File: config.mk
export PLATFORM = sky130hd
export DESIGN_NAME = rtcs_top
export DESIGN_NICKNAME = d
export VERILOG_FILES = /design/src/inc/rtcs_pkg.sv /design/src/hw/rtcs_top.sv /design/src/hw/rtcs_sync.sv /design/src/hw/rtcs_wrap_cnt.sv
export SDC_FILE = /design/constraint.sdc
export NUM_CORES = 1
export LEC_CHECK = 0
export CORE_MARGIN = 2
export CORE_UTILIZATION = 53
export DETAILED_ROUTE_END_ITERATION = 6
export DONT_BUFFER_PORTS = 1
export GPL_TIMING_DRIVEN = 0
export PLACE_DENSITY = 0.68
export SLEW_MARGIN = 20
export SYNTH_ARGS = -nofsm -noshare
export SYNTH_HDL_FRONTEND = slang
export SYNTH_HIERARCHICAL = 1
export SYNTH_SLANG_ARGS = --single-unit
export TNS_END_PERCENT = 10
File: constraint.sdc
create_clock -name i_sys_clk -period 4 [get_ports i_sys_clk]
set_input_delay 0.8 -clock i_sys_clk [delete_from_list [all_inputs] [get_ports i_sys_clk]]
set_output_delay 0.8 -clock i_sys_clk [all_outputs]
set_load 0.03 [all_outputs]
File: src/inc/rtcs_pkg.sv
// Constants for the real-time clock and CPU clock select block.
// Assumes an 8-bit register port on the 40 MHz system clock.
//
// How it works
// - Select bit picks CPU clock from the loop or the 32 kHz crystal.
// - Reset clears the select bit so the CPU starts on the crystal.
// - Halt bit set turns the crystal oscillator off during Stop mode.
// - Halt bit also stops the time counters during Stop mode.
// - Lock indicator reads one once the loop is stable; read only.
// - Phase comparator matches 1 kHz crystal reference to divided VCO edges.
// - Divide-by-N gives four VCO rates: 288k, 576k, 2.604M, 5.208M.
// - Seconds, minutes, hours are cascaded counters divided from 32.768 kHz.
// - Seconds write moves held hours and minutes into the counters.
// - Seconds read latches hours and minutes into the holding registers.
// - Alarm flag sets when alarm registers match the running time.
// - Flags: second tick bit 2, alarm bit 1, day rollover bit 0.
// - Enables mirror the flag positions; all cleared by reset.
// - Flags set on their event regardless of the enables.
// - Flags stay set until software clears them.
// - Writing one to a flag bit clears it; several may be pending.
// - Day event occurs when hours roll from 23 to 0.
// - Alarm needs hour and minute both equal.
// - Alarm flag keeps setting while the match holds.
// - Interrupt request is raised by any set flag with its enable.

package rtcs_pkg;

   // -----------------------------------------------------------------
   // Register offsets
   // -----------------------------------------------------------------
   localparam logic [7:0] ADDR_FLAGS    = 8'h1c;
   localparam logic [7:0] ADDR_ENABLES  = 8'h1d;
   localparam logic [7:0] ADDR_SECONDS  = 8'h20;
   localparam logic [7:0] ADDR_MINUTES  = 8'h21;
   localparam logic [7:0] ADDR_HOURS    = 8'h22;
   localparam logic [7:0] ADDR_PLL      = 8'h24;
   localparam logic [7:0] ADDR_ALM_MIN  = 8'h25;
   localparam logic [7:0] ADDR_ALM_HOUR = 8'h26;

   // -----------------------------------------------------------------
   // Field positions
   // -----------------------------------------------------------------
   localparam int BIT_DAY    = 0;
   localparam int BIT_ALARM  = 1;
   localparam int BIT_SECOND = 2;
   localparam int BIT_SEL    = 7;
   localparam int BIT_FS1    = 6;
   localparam int BIT_FS0    = 5;
   localparam int BIT_HALT   = 4;
   localparam int BIT_LOCK   = 0;

   // -----------------------------------------------------------------
   // Counter limits and divide ratios
   // -----------------------------------------------------------------
   localparam logic [5:0]  SEC_LAST   = 6'h3b;
   localparam logic [5:0]  MIN_LAST   = 6'h3b;
   localparam logic [4:0]  HOUR_LAST  = 5'h17;
   localparam logic [14:0] PRESC_LAST = 15'h7fff;
   localparam logic [4:0]  REF_LAST   = 5'h1f;
   localparam logic [12:0] DIVN_288K  = 13'h0120;
   localparam logic [12:0] DIVN_576K  = 13'h0240;
   localparam logic [12:0] DIVN_2604K = 13'h0a2c;
   localparam logic [12:0] DIVN_5208K = 13'h1458;

   // -----------------------------------------------------------------
   // Timing
   // -----------------------------------------------------------------
   localparam int CLK_PERIOD_NS = 25;
   localparam int LOCK_TOL_NS   = 1000;
   localparam int LOCK_TOL_CYC  = (LOCK_TOL_NS + CLK_PERIOD_NS - 1) / CLK_PERIOD_NS;

endpackage

File: src/hw/rtcs_top.sv
// Real-time clock with alarm, event flags, and CPU clock source select.
// Assumes crystal and VCO arrive as pins and are sampled on i_sys_clk.
//
// The strobed register port was left to the implementer.
`timescale 1ns/1ps

module rtcs_top #(
   parameter int LOCK_COUNT = 8
) (
   input  wire logic       i_sys_clk,
   input  wire logic       i_rst,
   input  wire logic [7:0] i_addr,
   input  wire logic [7:0] i_wr_data,
   input  wire logic       i_wr_stb,
   input  wire logic       i_rd_stb,
   output logic      [7:0] o_rd_data,
   input  wire logic       i_osc_32k,
   input  wire logic       i_vco_clk,
   input  wire logic       i_stop_mode,
   output logic            o_cpu_clock_source_select,
   output logic            o_osc_enable,
   output logic            o_pump_up,
   output logic            o_pump_dn,
   output logic            o_rtc_irq
);

   if (LOCK_COUNT < 1 || LOCK_COUNT > 15) begin : g_bad_lock
      $error("rtcs_top: LOCK_COUNT must be 1 to 15");
   end

   // -----------------------------------------------------------------
   // State
   // -----------------------------------------------------------------
   logic       sel_r;
   logic [1:0] fs_r;
   logic       halt_r;
   logic       lock_r;
   logic [3:0] good_r;
   logic [7:0] err_r;
   logic       up_r;
   logic       dn_r;
   logic [2:0] flags_r;
   logic [2:0] en_r;
   logic [5:0] min_hold_r;
   logic [4:0] hour_hold_r;
   logic [5:0] alm_min_r;
   logic [4:0] alm_hour_r;
   logic [7:0] rd_data_r;
   logic       irq_r;
   logic       osc_en_r;

   // -----------------------------------------------------------------
   // Pin sampling
   // -----------------------------------------------------------------
   logic osc_rise;
   logic vco_rise;

   rtcs_sync u_osc_sync (
      .i_sys_clk (i_sys_clk),
      .i_rst     (i_rst),
      .i_pin     (i_osc_32k),
      .o_level   (),
      .o_rise    (osc_rise)
   );

   rtcs_sync u_vco_sync (
      .i_sys_clk (i_sys_clk),
      .i_rst     (i_rst),
      .i_pin     (i_vco_clk),
      .o_level   (),
      .o_rise    (vco_rise)
   );

   // -----------------------------------------------------------------
   // Address decode
   // -----------------------------------------------------------------
   wire sel_flags = i_addr == rtcs_pkg::ADDR_FLAGS;
   wire sel_en    = i_addr == rtcs_pkg::ADDR_ENABLES;
   wire sel_sec   = i_addr == rtcs_pkg::ADDR_SECONDS;
   wire sel_min   = i_addr == rtcs_pkg::ADDR_MINUTES;
   wire sel_hour  = i_addr == rtcs_pkg::ADDR_HOURS;
   wire sel_pll   = i_addr == rtcs_pkg::ADDR_PLL;
   wire sel_amin  = i_addr == rtcs_pkg::ADDR_ALM_MIN;
   wire sel_ahour = i_addr == rtcs_pkg::ADDR_ALM_HOUR;

   wire wr_flags = i_wr_stb & sel_flags;
   wire wr_en    = i_wr_stb & sel_en;
   wire wr_sec   = i_wr_stb & sel_sec;
   wire wr_min   = i_wr_stb & sel_min;
   wire wr_hour  = i_wr_stb & sel_hour;
   wire wr_pll   = i_wr_stb & sel_pll;
   wire wr_amin  = i_wr_stb & sel_amin;
   wire wr_ahour = i_wr_stb & sel_ahour;
   wire rd_sec   = i_rd_stb & sel_sec;

   // -----------------------------------------------------------------
   // Time chain
   // -----------------------------------------------------------------
   // Halt in Stop mode freezes the chain, as a dead crystal would
   wire        osc_run = ~(i_stop_mode & halt_r);
   wire        presc_wrap;
   wire        sec_wrap;
   wire        min_wrap;
   wire        hour_wrap;
   wire [5:0]  sec_count;
   wire [5:0]  min_count;
   wire [4:0]  hour_count;

   rtcs_wrap_cnt #(.W(15)) u_presc (
      .i_sys_clk  (i_sys_clk),
      .i_rst      (i_rst),
      .i_inc      (osc_rise & osc_run),
      .i_load     (wr_sec),
      .i_load_val ('0),
      .i_limit    (rtcs_pkg::PRESC_LAST),
      .o_count    (),
      .o_wrap     (presc_wrap)
   );

   rtcs_wrap_cnt #(.W(6)) u_sec (
      .i_sys_clk  (i_sys_clk),
      .i_rst      (i_rst),
      .i_inc      (presc_wrap),
      .i_load     (wr_sec),
      .i_load_val (i_wr_data[5:0]),
      .i_limit    (rtcs_pkg::SEC_LAST),
      .o_count    (sec_count),
      .o_wrap     (sec_wrap)
   );

   rtcs_wrap_cnt #(.W(6)) u_min (
      .i_sys_clk  (i_sys_clk),
      .i_rst      (i_rst),
      .i_inc      (sec_wrap),
      .i_load     (wr_sec),
      .i_load_val (min_hold_r),
      .i_limit    (rtcs_pkg::MIN_LAST),
      .o_count    (min_count),
      .o_wrap     (min_wrap)
   );

   rtcs_wrap_cnt #(.W(5)) u_hour (
      .i_sys_clk  (i_sys_clk),
      .i_rst      (i_rst),
      .i_inc      (min_wrap),
      .i_load     (wr_sec),
      .i_load_val (hour_hold_r),
      .i_limit    (rtcs_pkg::HOUR_LAST),
      .o_count    (hour_count),
      .o_wrap     (hour_wrap)
   );

   // -----------------------------------------------------------------
   // Holding and alarm registers
   // -----------------------------------------------------------------
   wire [5:0] min_hold_nxt  = wr_min  ? i_wr_data[5:0] :
                              rd_sec  ? min_count : min_hold_r;
   wire [4:0] hour_hold_nxt = wr_hour ? i_wr_data[4:0] :
                              rd_sec  ? hour_count : hour_hold_r;
   wire       alarm_match   = (alm_hour_r == hour_count) &&
                              (alm_min_r == min_count);

   always_ff @(posedge i_sys_clk) begin
      if (i_rst) begin
         min_hold_r  <= '0;
         hour_hold_r <= '0;
         alm_min_r   <= '0;
         alm_hour_r  <= '0;
      end else begin
         min_hold_r  <= min_hold_nxt;
         hour_hold_r <= hour_hold_nxt;
         alm_min_r   <= wr_amin  ? i_wr_data[5:0] : alm_min_r;
         alm_hour_r  <= wr_ahour ? i_wr_data[4:0] : alm_hour_r;
      end
   end

   // -----------------------------------------------------------------
   // Event flags and request
   // -----------------------------------------------------------------
   // Set wins over a clear in the same cycle, so no event is lost
   wire [2:0] flag_set  = {sec_wrap | presc_wrap, alarm_match, hour_wrap};
   wire [2:0] flag_clr  = wr_flags ? i_wr_data[2:0] : 3'h0;
   wire [2:0] flags_nxt = (flags_r & ~flag_clr) | flag_set;
   wire       irq_nxt   = |(flags_r & en_r);

   always_ff @(posedge i_sys_clk) begin
      if (i_rst) begin
         flags_r <= '0;
         en_r    <= '0;
         irq_r   <= 1'b0;
      end else begin
         flags_r <= flags_nxt;
         en_r    <= wr_en ? i_wr_data[2:0] : en_r;
         irq_r   <= irq_nxt;
      end
   end

   // -----------------------------------------------------------------
   // Clock select and oscillator control
   // -----------------------------------------------------------------
   always_ff @(posedge i_sys_clk) begin
      if (i_rst) begin
         sel_r    <= 1'b0;
         fs_r     <= 2'h0;
         halt_r   <= 1'b0;
         osc_en_r <= 1'b1;
      end else begin
         if (wr_pll) begin
            sel_r  <= i_wr_data[rtcs_pkg::BIT_SEL];
            fs_r   <= {i_wr_data[rtcs_pkg::BIT_FS1], i_wr_data[rtcs_pkg::BIT_FS0]};
            halt_r <= i_wr_data[rtcs_pkg::BIT_HALT];
         end
         osc_en_r <= osc_run;
      end
   end

   // -----------------------------------------------------------------
   // Loop reference, divider and phase comparator
   // -----------------------------------------------------------------
   wire        ref_edge;
   wire        div_edge;
   logic [12:0] divn;

   always_comb begin
      case (fs_r)
         2'h0:    divn = rtcs_pkg::DIVN_288K;
         2'h2:    divn = rtcs_pkg::DIVN_576K;
         2'h1:    divn = rtcs_pkg::DIVN_2604K;
         default: divn = rtcs_pkg::DIVN_5208K;
      endcase
   end

   rtcs_wrap_cnt #(.W(5)) u_ref (
      .i_sys_clk  (i_sys_clk),
      .i_rst      (i_rst),
      .i_inc      (osc_rise),
      .i_load     (1'b0),
      .i_load_val ('0),
      .i_limit    (rtcs_pkg::REF_LAST),
      .o_count    (),
      .o_wrap     (ref_edge)
   );

   rtcs_wrap_cnt #(.W(13)) u_divn (
      .i_sys_clk  (i_sys_clk),
      .i_rst      (i_rst),
      .i_inc      (vco_rise),
      .i_load     (1'b0),
      .i_load_val ('0),
      .i_limit    (divn - 13'h1),
      .o_count    (),
      .o_wrap     (div_edge)
   );

   wire up_set   = up_r | ref_edge;
   wire dn_set   = dn_r | div_edge;
   wire pfd_done = up_set & dn_set;
   wire err_ok   = err_r <= 8'(rtcs_pkg::LOCK_TOL_CYC);
   wire [7:0] err_nxt  = ~(up_r | dn_r) ? 8'h0 :
                         (&err_r) ? err_r : err_r + 8'h1;
   wire [3:0] good_nxt = ~pfd_done ? good_r :
                         ~err_ok ? 4'h0 :
                         (good_r == 4'(LOCK_COUNT)) ? good_r : good_r + 4'h1;

   // Lock lags the divider change; software must wait before polling
   always_ff @(posedge i_sys_clk) begin
      if (i_rst) begin
         up_r   <= 1'b0;
         dn_r   <= 1'b0;
         err_r  <= '0;
         good_r <= '0;
         lock_r <= 1'b0;
      end else begin
         up_r   <= up_set & ~pfd_done;
         dn_r   <= dn_set & ~pfd_done;
         err_r  <= pfd_done ? 8'h0 : err_nxt;
         good_r <= good_nxt;
         lock_r <= good_r == 4'(LOCK_COUNT);
      end
   end

   // -----------------------------------------------------------------
   // Read port
   // -----------------------------------------------------------------
   wire [7:0] pll_rd = {sel_r, fs_r, halt_r, 3'h0, lock_r};
   wire [7:0] rd_mux = sel_flags ? {5'h0, flags_r} :
                       sel_en    ? {5'h0, en_r} :
                       sel_sec   ? {2'h0, sec_count} :
                       sel_min   ? {2'h0, min_hold_r} :
                       sel_hour  ? {3'h0, hour_hold_r} :
                       sel_pll   ? pll_rd :
                       sel_amin  ? {2'h0, alm_min_r} :
                       sel_ahour ? {3'h0, alm_hour_r} : 8'h0;

   always_ff @(posedge i_sys_clk) begin
      if (i_rst) begin
         rd_data_r <= '0;
      end else begin
         rd_data_r <= i_rd_stb ? rd_mux : 8'h0;
      end
   end

   assign o_rd_data                 = rd_data_r;
   assign o_cpu_clock_source_select = sel_r;
   assign o_osc_enable              = osc_en_r;
   assign o_pump_up                 = up_r;
   assign o_pump_dn                 = dn_r;
   assign o_rtc_irq                 = irq_r;
endmodule // rtcs_top

File: src/hw/rtcs_sync.sv
// Two-stage synchroniser with rising-edge pulse for one pin.
// Assumes the pin toggles slower than half the system clock.
`timescale 1ns/1ps

module rtcs_sync (
   input  wire logic i_sys_clk,
   input  wire logic i_rst,
   input  wire logic i_pin,
   output logic      o_level,
   output logic      o_rise
);

   logic meta_r;
   logic sync_r;
   logic prev_r;

   always_ff @(posedge i_sys_clk) begin
      if (i_rst) begin
         meta_r <= 1'b0;
         sync_r <= 1'b0;
         prev_r <= 1'b0;
      end else begin
         meta_r <= i_pin;
         sync_r <= meta_r;
         prev_r <= sync_r;
      end
   end

   assign o_level = sync_r;
   assign o_rise  = sync_r & ~prev_r;

endmodule // rtcs_sync

File: src/hw/rtcs_wrap_cnt.sv
// Wrapping counter with load; used for time, prescale and divide chains.
// Assumes the limit is stable while counting; a load beats an increment.
`timescale 1ns/1ps

module rtcs_wrap_cnt #(
   parameter int W = 6
) (
   input  wire logic         i_sys_clk,
   input  wire logic         i_rst,
   input  wire logic         i_inc,
   input  wire logic         i_load,
   input  wire logic [W-1:0] i_load_val,
   input  wire logic [W-1:0] i_limit,
   output logic      [W-1:0] o_count,
   output logic              o_wrap
);

   logic [W-1:0] count_r;
   logic         at_end;

   if (W < 1) begin : g_bad_width
      $error("rtcs_wrap_cnt: width must be positive");
   end

   // At or past the limit also wraps, so a bad load cannot run away
   assign at_end  = count_r >= i_limit;
   assign o_wrap  = i_inc & at_end & ~i_load;
   assign o_count = count_r;

   always_ff @(posedge i_sys_clk) begin
      if (i_rst) begin
         count_r <= '0;
      end else if (i_load) begin
         count_r <= i_load_val;
      end else if (i_inc) begin
         count_r <= at_end ? '0 : count_r + 1'b1;
      end
   end

endmodule // rtcs_wrap_cnt

Yosys cells after proc, flatten, opt, wreduce, memory -nomap -nowiden

Cells that the tools add are included.

$add $sub $neg: 9
Magnitude comparators: 7
Equal/unequal tests: 14
Muxes and demuxes: 28
Bitwise operators: 41
Reductions and logical operators: 15

Operators with widths:

| cell                                                           | count |
|---|---|
| two-way mux 6 bit                                              | 12 |
| == test 8 x 6 -> 1 bit, second input constant                  | 6 |
| case mux 13 bit (3 select lines)                               | 1 |
| two-way mux 5 bit                                              | 7 |
| AND 1 bit                                                      | 26 |
| == test 8 x 5 -> 1 bit, second input constant                  | 2 |
| adder 15 x 1 -> 15 bit, second input constant                  | 1 |
| >= comparator 15 bit, second input constant                    | 1 |
| two-way mux 15 bit                                             | 1 |
| adder 13 x 1 -> 13 bit, second input constant                  | 1 |
| >= comparator 13 bit                                           | 1 |
| two-way mux 13 bit                                             | 1 |
| subtractor 13 x 1 -> 13 bit, second input constant             | 1 |
| adder 6 x 1 -> 6 bit, second input constant                    | 2 |
| >= comparator 6 bit, second input constant                     | 2 |
| adder 5 x 1 -> 5 bit, second input constant                    | 2 |
| >= comparator 5 bit, second input constant                     | 2 |
| nonzero test 2 bit                                             | 5 |
| two-way mux 3 bit                                              | 3 |
| adder 8 x 1 -> 8 bit, second input constant                    | 1 |
| less-or-equal comparator 8 x 6 -> 1 bit, second input constant | 1 |
| two-way mux 4 bit                                              | 2 |
| two-way mux 8 bit                                              | 1 |
| AND reduction 8 bit                                            | 1 |
| 19 further kinds                                               | 31 |

Register bits: 113
Output and inout bits: 13
Word-level logic and storage cells: 145

Logic depth before layout (Yosys ltp)

Gate-level depths: netlist of run 1.

Depth after elaboration: 12
Depth in mapped cells: 18
Depth with buffers taken out: 15

Cells and area by module

The synthesis of run 1 kept the hierarchy.

By module, submodules not included:

| module                      | instances | cells each | area an instance (um^2) | sequential area each (um^2) |
|---|---|---|---|---|
| rtcs_top                    | 1         | 326        | 3030.4                  | 1141.1 |
| rtcs_wrap_cnt at u_presc    | 1         | 176        | 1310.0                  | 300.3 |
| rtcs_wrap_cnt at u_divn     | 1         | 150        | 1233.7                  | 260.2 |
| rtcs_wrap_cnt at u_min ...  | 2         | 63         | 510.5                   | 120.1 |
| rtcs_wrap_cnt at u_hour ... | 2         | 49         | 399.1                   | 100.1 |
| rtcs_sync                   | 2         | 7          | 87.6                    | 60.1 |

Worst setup path before layout of run 1

No wires, ideal clock.

Path kind: in2reg
Start: input port i_addr[7]
End: register u_hour.count_r[4], in the netlist u_hour/o_count[4]
Library setup time: 0.075 ns
Arrival: 3.301 ns
Data required time: 3.925 ns
Slack: 0.625 ns
Stages on the path: 16
Path buffers: 3
Path through: nor2_1 buf_1 nand3_1 nor2_1 nand2b_1 nor2_1 buf_2 nand2b_1 nor2_1 buf_2 nand2b_1 nor2_1 nand2b_1 nor3b_2 a21bo_2 o22ai_1

Word-level cells in the longest chain between the ends: 9
Elaborated cells between the ends (all ways): 10

RTL lines:

| what                                | RTL line            | RTL |
|---|---|---|
| start, declared                     | rtcs_top.sv:12      | `input wire logic [7:0] i_addr,` |
| == test 8 x 6 -> 1 bit              | rtcs_top.sv:79      | `wire sel_sec = i_addr == rtcs_pkg::ADDR_SECONDS;` |
| AND 1 bit                           | rtcs_top.sv:88      | `wire wr_sec = i_wr_stb & sel_sec;` |
| via wr_sec                          | rtcs_top.sv:88      |  |
| NOT 1 bit                           | rtcs_wrap_cnt.sv:27 | `assign o_wrap = i_inc & at_end & ~i_load;` |
| AND 1 bit                           | rtcs_wrap_cnt.sv:27 |  |
| via presc_wrap                      | rtcs_top.sv:101     | `wire presc_wrap;` |
| AND 1 bit (2 in series)             | rtcs_wrap_cnt.sv:27 |  |
| via sec_wrap                        | rtcs_top.sv:102     | `wire sec_wrap;` |
| AND 1 bit (2 in series)             | rtcs_wrap_cnt.sv:27 |  |
| via min_wrap                        | rtcs_top.sv:103     | `wire min_wrap;` |
| nonzero test 2 bit (no source line) | n/a                 |  |
| end signal, assigned                | rtcs_wrap_cnt.sv:34 | `count_r <= i_load_val;` |
| end signal, assigned                | rtcs_wrap_cnt.sv:36 | `count_r <= at_end ? '0 : count_r + 1'b1;` |
| end, declared                       | rtcs_wrap_cnt.sv:18 | `logic [W-1:0] count_r;` |

The timed path passes the listed nets, and every way through them passes these cells.
A chain may end at the register's enable or synchronous reset.

Final worst setup path of run 1

Start: register u_presc.count_r[5], in the netlist u_presc/o_count[5]
End: register u_hour.count_r[2], in the netlist u_hour/o_count[2]

Word-level cells in the longest chain between the ends: 8

RTL lines:

| what                                | RTL line            | RTL |
|---|---|---|
| start, declared                     | rtcs_wrap_cnt.sv:18 |  |
| start signal, assigned              | rtcs_wrap_cnt.sv:34 |  |
| start signal, assigned              | rtcs_wrap_cnt.sv:36 |  |
| >= comparator 15 bit                | rtcs_wrap_cnt.sv:26 | `assign at_end = count_r >= i_limit;` |
| AND 1 bit (2 in series)             | rtcs_wrap_cnt.sv:27 |  |
| via presc_wrap                      | rtcs_top.sv:101     |  |
| AND 1 bit (2 in series)             | rtcs_wrap_cnt.sv:27 |  |
| via sec_wrap                        | rtcs_top.sv:102     |  |
| AND 1 bit (2 in series)             | rtcs_wrap_cnt.sv:27 |  |
| via min_wrap                        | rtcs_top.sv:103     |  |
| nonzero test 2 bit (no source line) | n/a                 |  |

The timed path passes the listed nets, and every way through them passes these cells.

==> metrics.json, run 1 <==
{
  "run_status": {"value": "completed"},
  "clock_sink_count": {"value": 113},
  "crit_path_start_kind": {"value": "flop"},
  "clk_transition_reported_paths": {"value": 60, "unit": "ps"},
  "power_consumption": {"value": 3010, "unit": "uW"},
  "avgViaCountPerCell": {"value": 5.66},
  "cts_tree": {"value": "built"},
  "std_cell_rows": {"value": 43},
  "tightestPinTransition": {"value": 773, "unit": "ps"},
  "power.density": {"value": 344, "unit": "nW/um^2"},
  "synthCells": {"value": 890},
  "detailed_place_hpwl": {"value": 13.5, "unit": "mm"},
  "final-max-slew-violation-count": {"value": 0},
  "clock-root-buffer": {"value": "sky130_fd_sc_hd__clkbuf_16"},
  "synthesis.area_per_instance": {"value": 8.50, "unit": "um^2"},
  "seqPwrFrac": {"value": 39.1, "unit": "%"},
  "die_w": {"value": 124, "unit": "um"},
  "antenna_found_initial": {"value": 0},
  "crit_type": {"value": "reg2reg"},
  "layout.cells.most_common": {"value": "sky130_fd_sc_hd__dfxtp_1"},
  "timing.hold.worst.class": {"value": "reg2reg"},
  "worst_path_max_delay_cell": {"value": "sky130_fd_sc_hd__dfxtp_1"},
  "netSwitchingFraction": {"value": 23.8, "unit": "%"},
  "ant_nets": {"value": 0},
  "synth_area": {"value": 7570, "unit": "um^2"},
  "top_level_port_count": {"value": 36},
  "crit_path_max_incr_delay": {"value": 440, "unit": "ps"},
  "portBuffers": {"value": 0},
  "die_area": {"value": 15300, "unit": "um^2"},
  "cts_setup_buffers": {"value": 0},
  "drtPass1Iterations": {"value": 6},
  "ir_drop": {"value": 0.293, "unit": "mV"},
  "worstPathRequired": {"value": 4340, "unit": "ps"},
  "chipHeight": {"value": 124, "unit": "um"},
  "final_design_area_no_fill": {"value": 8720, "unit": "um^2"},
  "insertedDiodeCount": {"value": 0},
  "internal_power": {"value": 2290, "unit": "uW"},
  "worst-endpoint-arrival": {"value": 4080, "unit": "ps"},
  "layout_common_cells": {"value": "111 x sky130_fd_sc_hd__dfxtp_1, 77 x sky130_fd_sc_hd__a21oi_1, 75 x sky130_fd_sc_hd__conb_1"},
  "synth_cell_types": {"value": 72},
  "ctsHtreeMaxLevel": {"value": 4},
  "cts_buffers": {"value": 17},
  "crit_family": {"value": "simple AND/OR/NAND/NOR gates"},
  "totalWireLength": {"value": 18.9, "unit": "mm"},
  "cp.buffers_inverters": {"value": 3},
  "total_number_of_nets_in_the_final_design": {"value": 1071},
  "synthFlopType": {"value": "sky130_fd_sc_hd__dfxtp_1"},
  "cts-root-to-sink-buffers": {"value": 2},
  "endpoint_kind": {"value": "flop"},
  "drt-wirelength-per-cell": {"value": 16.1, "unit": "um"},
  "max_slew_margin": {"value": 48.0, "unit": "%"},
  "report.final.hold_viol_count": {"value": 0},
  "drc_errors": {"value": 0},
  "area.growth.synth_to_final": {"value": 15.3, "unit": "%"},
  "grt_remaining_overflow": {"value": 0},
  "layout_cells_sized_above_1": {"value": 9.85, "unit": "%"},
  "clock_latency": {"value": 420, "unit": "ps"},
  "finalClockSkew": {"value": 12.2, "unit": "ps"},
  "share_comb_of_total_power": {"value": 7.1, "unit": "%"},
  "grt_pass1_wl": {"value": 30.4, "unit": "mm"},
  "drt-initial-drc-count": {"value": 421},
  "gp_congestion": {"value": 0.898},
  "post_dp_cell_area": {"value": 8070, "unit": "um^2"},
  "grtUsageTotal": {"value": 25.7, "unit": "%"},
  "maxCapViolCount": {"value": 0},
  "maximum_number_of_pins_on_one_net_before_global_route_repair": {"value": 48},
  "layout_worst_path_cycle_share": {"value": 93.4, "unit": "%"},
  "routed-via-count": {"value": 6656},
  "first_global_vias": {"value": 6140},
  "netSwitchingPower": {"value": 715, "unit": "uW"},
  "core_region_area": {"value": 13900, "unit": "um^2"},
  "initial_utilization": {"value": 54.3, "unit": "%"},
  "seq_area_frac_synth": {"value": 29.9, "unit": "%"},
  "count_of_filler_cells_inserted_in_the_layout": {"value": 1251},
  "setup_viols_final": {"value": 0},
  "ys_warn_count": {"value": 6},
  "grt_setup_unrepaired": {"value": "false"},
  "worstPathCellList": {"value": "ha_1 > and4_1 > o21ai_0 > o221ai_2 > a31oi_2 > buf_2 > nor2_2 > buf_2 > nand2b_1 > nor2_2 > buf_2 > nand2b_1 > nor2_4 > nand2b_1 > nor3b_2 > a21bo_2 > o22ai_1"},
  "worstPathMaxFanout": {"value": 10},
  "async_reset_ff_share": {"value": 0, "unit": "%"},
  "max_freq": {"value": 268, "unit": "MHz"},
  "synth.ff_latch_count": {"value": 113},
  "min_period": {"value": 3740, "unit": "ps"},
  "synth-edff-count": {"value": 0},
  "clock_power_share": {"value": 53.9, "unit": "%"},
  "leakage": {"value": 0.00389, "unit": "uW"}
}
## power groups by stage
stage	clock [uW]	sequential (uW)	combinational, uW
2_1_floorplan	0	1190	170
3_3_place_gp	0	1200	201
3_5_place_dp	0	1200	205
4_1_cts	1650	1170	208
5_1_grt	1690	1180	243
6_report	1620	1170	213
## final cells by class
type	count	area, um^2	area share, %
Multi-Input combinational cell	740	5160	59.1
Sequential cell	113	2260	26.0
Tap cell	180	225	2.58
Clock buffer	19	443	5.08
Inverter	75	282	3.23
Buffer	35	166	1.91
Clock inverter	13	185	2.12
## layer usage
metal	track usage (%)	up-vias	part of all wire (%)
met4	7.24	0	1.5
met3	5.67	22	4.3
li1	-	3371	-
met2	43.9	151	49
met5	0	-	0
met1	32.5	3112	45
## logic make-up after synthesis
group,after synthesis,share of synthesized area (%)
AOI/OAI and AO/OA,207,19.1
xor gates and xnor gates,38,4.40
adders and majority gates,66,10.9
buffers and inverters,110,5.92
DFF,113,29.9
muxes,33,4.84
other,2,0.0992
and+or+nand+nor,321,24.8
## Yosys cell counts (all sizes together) (27+ instances only)
cell type  instances  area (um^2)
a21oi             77          385
dfxtp            113         2260
ha                66          826
inv               74          278
mux2i             28          280
nand2             40          150
nand3             47          235
nand4             28          200
nor2              62          233
nor3b             42          325
o22ai             31          257
xor2              27          236
## worst paths after layout
kind	cells after the start	start	slack, ps	to
hold / removal	1	u_vco_sync/meta_r	430	u_vco_sync/o_level
setup reg to reg	17	u_presc/o_count[5]	260	u_hour/o_count[2]
setup / recovery	17	u_presc/o_count[5]	260	u_hour/o_count[2]
hold reg to reg	1	u_vco_sync/meta_r	430	u_vco_sync/o_level
## through the flow
step	std cells	TNS, ps	hold slack [ps]	setup WS [ps]	utilization [%]
floorplan	963	0	391	625	-
global placement	1143	-3360	417	-439	57.9
detailed placement	1143	-3910	429	-484	57.9
CTS	1175	0	432	71.9	62.5
global route	1175	0	433	8.36	62.6
finish	1175	0	431	264	62.6
## registers in the layout, indices dropped and copies added (netlist names), 2 cells and up
| signal | flops |
|---|---|
| alm_hour_r | 5 |
| u_hour/o_count | 5 |
| u_sec/o_count | 6 |
| u_min/o_count | 6 |
| alm_min_r | 6 |
| o_rd_data | 8 |
| fs_r | 2 |
| good_r | 4 |
| flags_r | 3 |
| en_r | 3 |
| hour_hold_r | 5 |
| min_hold_r | 6 |
| u_divn/o_count | 13 |
| u_presc/o_count | 15 |
| err_r | 8 |
| u_ref/o_count | 5 |
## timing repair
item                       in CTS  in global routing
gates resized for setup         3                  6
setup endpoints to repair       6                  6
hold buffers                    0                  0
cloned                          0                  0
Note: power is estimated with default switching activity, not from simulation.
==> run 2: changes to the inputs <==
SYNTH_HIERARCHICAL = not set   (was 1)
==> run 2 against run 1 <==
  * Via count down 23%
  * Cell count shrank 27%
  * Sequential share of layout area up 8.5 points
  * Sequential power about the same
  * Critical endpoint is now good_r[0]
  * Clock-buffer cell count rose by 2
  * Highest routed layer is now met5
  * Worst setup slack better by 570 ps
  * Synthesized area decreased by 24%
  * Combinational power down 68%
  * Power fell by 5.4%
  * Flip-flop and latch count stayed put
  * Die area is 23% lower
  * Clock power hardly changed
==> metrics.json, run 2 <==
{
  "synth.ff_latch_count": {"value": 113, "change": "unchanged"},
  "std_cell_rows": {"value": 38, "change": "-12%"},
  "synth-edff-count": {"value": 0, "change": "unchanged"},
  "timing.hold.worst.class": {"value": "in2reg"},
  "place.detailed.instances": {"value": 829, "change": "-27%"},
  "area.growth.synth_to_final": {"value": 14.2, "unit": "%"},
  "detailed_place_hpwl": {"value": 10.9, "unit": "mm", "change": "-19%"},
  "setup_viols_final": {"value": 0, "change": "unchanged"},
  "drt-wirelength-per-cell": {"value": 17.4, "unit": "um", "change": "+8.4%"},
  "avgViaCountPerCell": {"value": 5.93, "change": "+4.7%"},
  "final_critical_path_setup_slack": {"value": 837, "unit": "ps", "change": "+573 ps"},
  "ant_nets": {"value": 0, "change": "unchanged"},
  "layout_cells_sized_above_1": {"value": 6.66, "unit": "%", "change": "-3.2 points"},
  "core_region_area": {"value": 10700, "unit": "um^2", "change": "-23%"},
  "report.final.hold_viol_count": {"value": 0, "change": "unchanged"},
  "power.density": {"value": 434, "unit": "nW/um^2", "change": "+26%"},
  "worstPathMaxFanout": {"value": 10, "change": "unchanged"},
  "synth_cell_types": {"value": 66, "change": "-8.3%"},
  "grt_setup_unrepaired": {"value": "false"},
  "final.hold.worst_slack": {"value": 402, "unit": "ps", "change": "-28.6 ps"},
  "maxCapViolCount": {"value": 0, "change": "unchanged"},
  "count_of_filler_cells_inserted_in_the_layout": {"value": 955, "change": "-24%"},
  "maximum_number_of_pins_on_one_net_before_global_route_repair": {"value": 17, "change": "-65%"},
  "gp_congestion": {"value": 0.887, "change": "-1.2%"},
  "largest_register_ff_count": {"value": 15, "change": "unchanged"},
  "ctsHtreeMaxLevel": {"value": 4, "change": "unchanged"},
  "worst-endpoint-arrival": {"value": 3610, "unit": "ps", "change": "-470 ps"},
  "layout_common_cells": {"value": "113 x sky130_fd_sc_hd__dfxtp_1, 99 x sky130_fd_sc_hd__nor2_1, 70 x sky130_fd_sc_hd__nand2_1"},
  "initial_utilization": {"value": 53.7, "unit": "%", "change": "-0.63 points"},
  "portBuffers": {"value": 0, "change": "unchanged"},
  "layout.cells.most_common": {"value": "sky130_fd_sc_hd__dfxtp_1"},
  "clock_latency": {"value": 530, "unit": "ps", "change": "+110 ps"},
  "worstPathRequired": {"value": 4440, "unit": "ps", "change": "+100 ps"},
  "cts-root-to-sink-buffers": {"value": 2, "change": "unchanged"},
  "setup_tns": {"value": 0, "unit": "ps", "change": "unchanged"},
  "ys_warn_count": {"value": 0, "change": "-6"},
  "worstSetupPathDepth": {"value": 12, "change": "-5"},
  "leakage": {"value": 0.00254, "unit": "uW", "change": "-35%"},
  "synth_area": {"value": 5740, "unit": "um^2", "change": "-24%"},
  "min_period": {"value": 3160, "unit": "ps", "change": "-573 ps"},
  "die_w": {"value": 108, "unit": "um", "change": "-12%"},
  "antenna_found_initial": {"value": 1, "change": "+1"},
  "cts_stage_hold_buffer_count": {"value": 0, "change": "unchanged"},
  "worstHoldPathCells": {"value": 1, "change": "unchanged"},
  "max_freq": {"value": 316, "unit": "MHz", "change": "+18%"},
  "synth_largest_area_cell": {"value": "sky130_fd_sc_hd__dfxtp_1"},
  "total_number_of_nets_in_the_final_design": {"value": 760, "change": "-29%"},
  "first_global_vias": {"value": 4839, "change": "-21%"},
  "yosys-top-cells-area": {"value": "sky130_fd_sc_hd__dfxtp_1 39%, sky130_fd_sc_hd__nor2_1 6.5%, sky130_fd_sc_hd__ha_1 6.3%, sky130_fd_sc_hd__nand2_1 4.6%, sky130_fd_sc_hd__nand3_1 3.8%"},
  "seq_area_frac_synth": {"value": 39.4, "unit": "%", "change": "+9.5 points"},
  "crit_family": {"value": "compound AO/OA/AOI/OAI gates"},
  "grt_remaining_overflow": {"value": 0, "change": "unchanged"},
  "drtPass1Iterations": {"value": 5, "change": "-1"},
  "cp.buffers_inverters": {"value": 3, "change": "unchanged"},
  "synthesis.nets": {"value": 741},
  "clock_sink_count": {"value": 113, "change": "unchanged"},
  "pre_cts_ws": {"value": 879, "unit": "ps", "change": "+1360 ps"},
  "multi_input_area": {"value": 3280, "unit": "um^2", "change": "-37%"},
  "cts_tree": {"value": "built"},
  "crit_path_max_incr_delay": {"value": 470, "unit": "ps", "change": "+30 ps"},
  "run_status": {"value": "completed"},
  "grtUsageTotal": {"value": 27.0, "unit": "%", "change": "+1.4 points"},
  "insertedDiodeCount": {"value": 0, "change": "unchanged"},
  "worstPathCellList": {"value": "inv_1 > ha_1 > inv_1 > ha_1 > o211ai_1 > a21oi_1 > a211oi_1 > o31a_1 > o21ai_1 > clkbuf_1 > nand2_1 > o31ai_1"},
  "power_consumption": {"value": 2840, "unit": "uW", "change": "-5.4%"},
  "clock-root-buffer": {"value": "sky130_fd_sc_hd__clkbuf_8"},
  "routed-via-count": {"value": 5105, "change": "-23%"},
  "max_slew_margin": {"value": 47.5, "unit": "%", "change": "-0.49 points"},
  "synthCells": {"value": 689, "change": "-23%"},
  "cts_setup_buffers": {"value": 0, "change": "unchanged"},
  "sequential_cell_area": {"value": 2260, "unit": "um^2", "change": "-0.11%"},
  "layout.cells.non_filler": {"value": 861, "change": "-27%"},
  "ir_drop": {"value": 0.346, "unit": "mV", "change": "+18%"},
  "async_reset_ff_share": {"value": 0, "unit": "%", "change": "unchanged"},
  "top_level_port_count": {"value": 36, "change": "unchanged"},
  "tightestPinTransition": {"value": 785, "unit": "ps", "change": "+12.7 ps"},
  "totalWireLength": {"value": 15.0, "unit": "mm", "change": "-21%"},
  "synthesis.area_per_instance": {"value": 8.34, "unit": "um^2", "change": "-2.0%"},
  "crit_path_start_kind": {"value": "flop"},
  "die_area": {"value": 11700, "unit": "um^2", "change": "-23%"},
  "endpoint_kind": {"value": "flop"},
  "drc_errors": {"value": 0, "change": "unchanged"},
  "post_cts_resized": {"value": 0, "change": "-3"},
  "cts_buffers": {"value": 17, "change": "unchanged"},
  "timing.reg2reg.worst_path_depth": {"value": 12, "change": "-5"},
  "final-max-slew-violation-count": {"value": 0, "change": "unchanged"},
  "post_synth_most_frequent_cells": {"value": "113 x sky130_fd_sc_hd__dfxtp_1, 99 x sky130_fd_sc_hd__nor2_1, 70 x sky130_fd_sc_hd__nand2_1"},
  "finalClockSkew": {"value": 7.96, "unit": "ps", "change": "-4.26 ps"},
  "post-synth-top-count-cell": {"value": "sky130_fd_sc_hd__dfxtp_1"},
  "worst_path_max_delay_cell": {"value": "sky130_fd_sc_hd__dfxtp_1"},
  "chipHeight": {"value": 108, "unit": "um", "change": "-12%"},
  "synth_largest_type_area_fraction": {"value": 39.4, "unit": "%", "change": "+9.5 points"},
  "clk_transition_reported_paths": {"value": 60, "unit": "ps", "change": "about the same"},
  "grt_pass1_wl": {"value": 24.4, "unit": "mm", "change": "-20%"},
  "crit_type": {"value": "reg2reg"},
  "drt-initial-drc-count": {"value": 432, "change": "+2.6%"},
  "layout_worst_path_cycle_share": {"value": 79.1, "unit": "%", "change": "-14 points"},
  "synthFlopType": {"value": "sky130_fd_sc_hd__dfxtp_1"}
}
## run 2: cell count changes in the layout (fill, tap and decap cells not counted), sizes merged, moves of 14 or more
cell | previous run | this run
nor2 | 62 | 100
nand2b | 21 | 6
ha | 66 | 29
nand4 | 28 | 12
conb | 75 | 0
nor3 | 12 | 26
inv | 75 | 21
nor3b | 42 | 4
nand2 | 40 | 72
a21oi | 77 | 32
o22ai | 31 | 4
## run 2: logic make-up after synthesis
group / after synthesis / synth area share (%)
AO/OA/AOI/OAI: 121 / 14.4
XOR/XNOR: 41 / 6.25
adder cells (fa/ha/maj): 29 / 6.32
buffers and inverters: 53 / 3.57
flip-flops: 113 / 39.4
multiplexers: 23 / 4.25
AND/OR/NAND/NOR: 309 / 25.8
## run 2: stage by stage
stage | instance area (um^2) | utilization (%)
detailed placement | 5920 | 55.3
floorplan | 5740 | -
finish | 6560 | 61.3
global placement | 5920 | 55.3
CTS | 6560 | 61.3
global route | 6560 | 61.3
## run 2: final timing paths
kind	startpoint	end	slack (ps)
max	fs_r[0]	good_r[0]	840
min	i_vco_clk	u_vco_sync.meta_r	400
max reg2reg	fs_r[0]	good_r[0]	840
min reg2reg	u_vco_sync.meta_r	u_vco_sync.o_level	430
## run 2: per-layer routing
metal	global-route usage (%)	wire, um
met1	34.7	6580
met2	44.0	7110
met3	6.15	943
met4	11.0	369
met5	0	10
## run 2: report_power, final
group | switching [uW] | internal, uW | total, uW
Sequential | 5.17 | 1130 | 1140
Clock | 520 | 1120 | 1640
Combinational | 46.8 | 20.8 | 67.6
Total | 572 | 2270 | 2840
## run 2: area by class of cell
class,instances,area share [%]
inverters,21,1.20
multi-input cells,523,49.9
clock buffers,21,7.00
plain buffers,32,1.93
flip-flops and latches,113,34.5
well taps,140,2.67
clock inverters,11,2.78
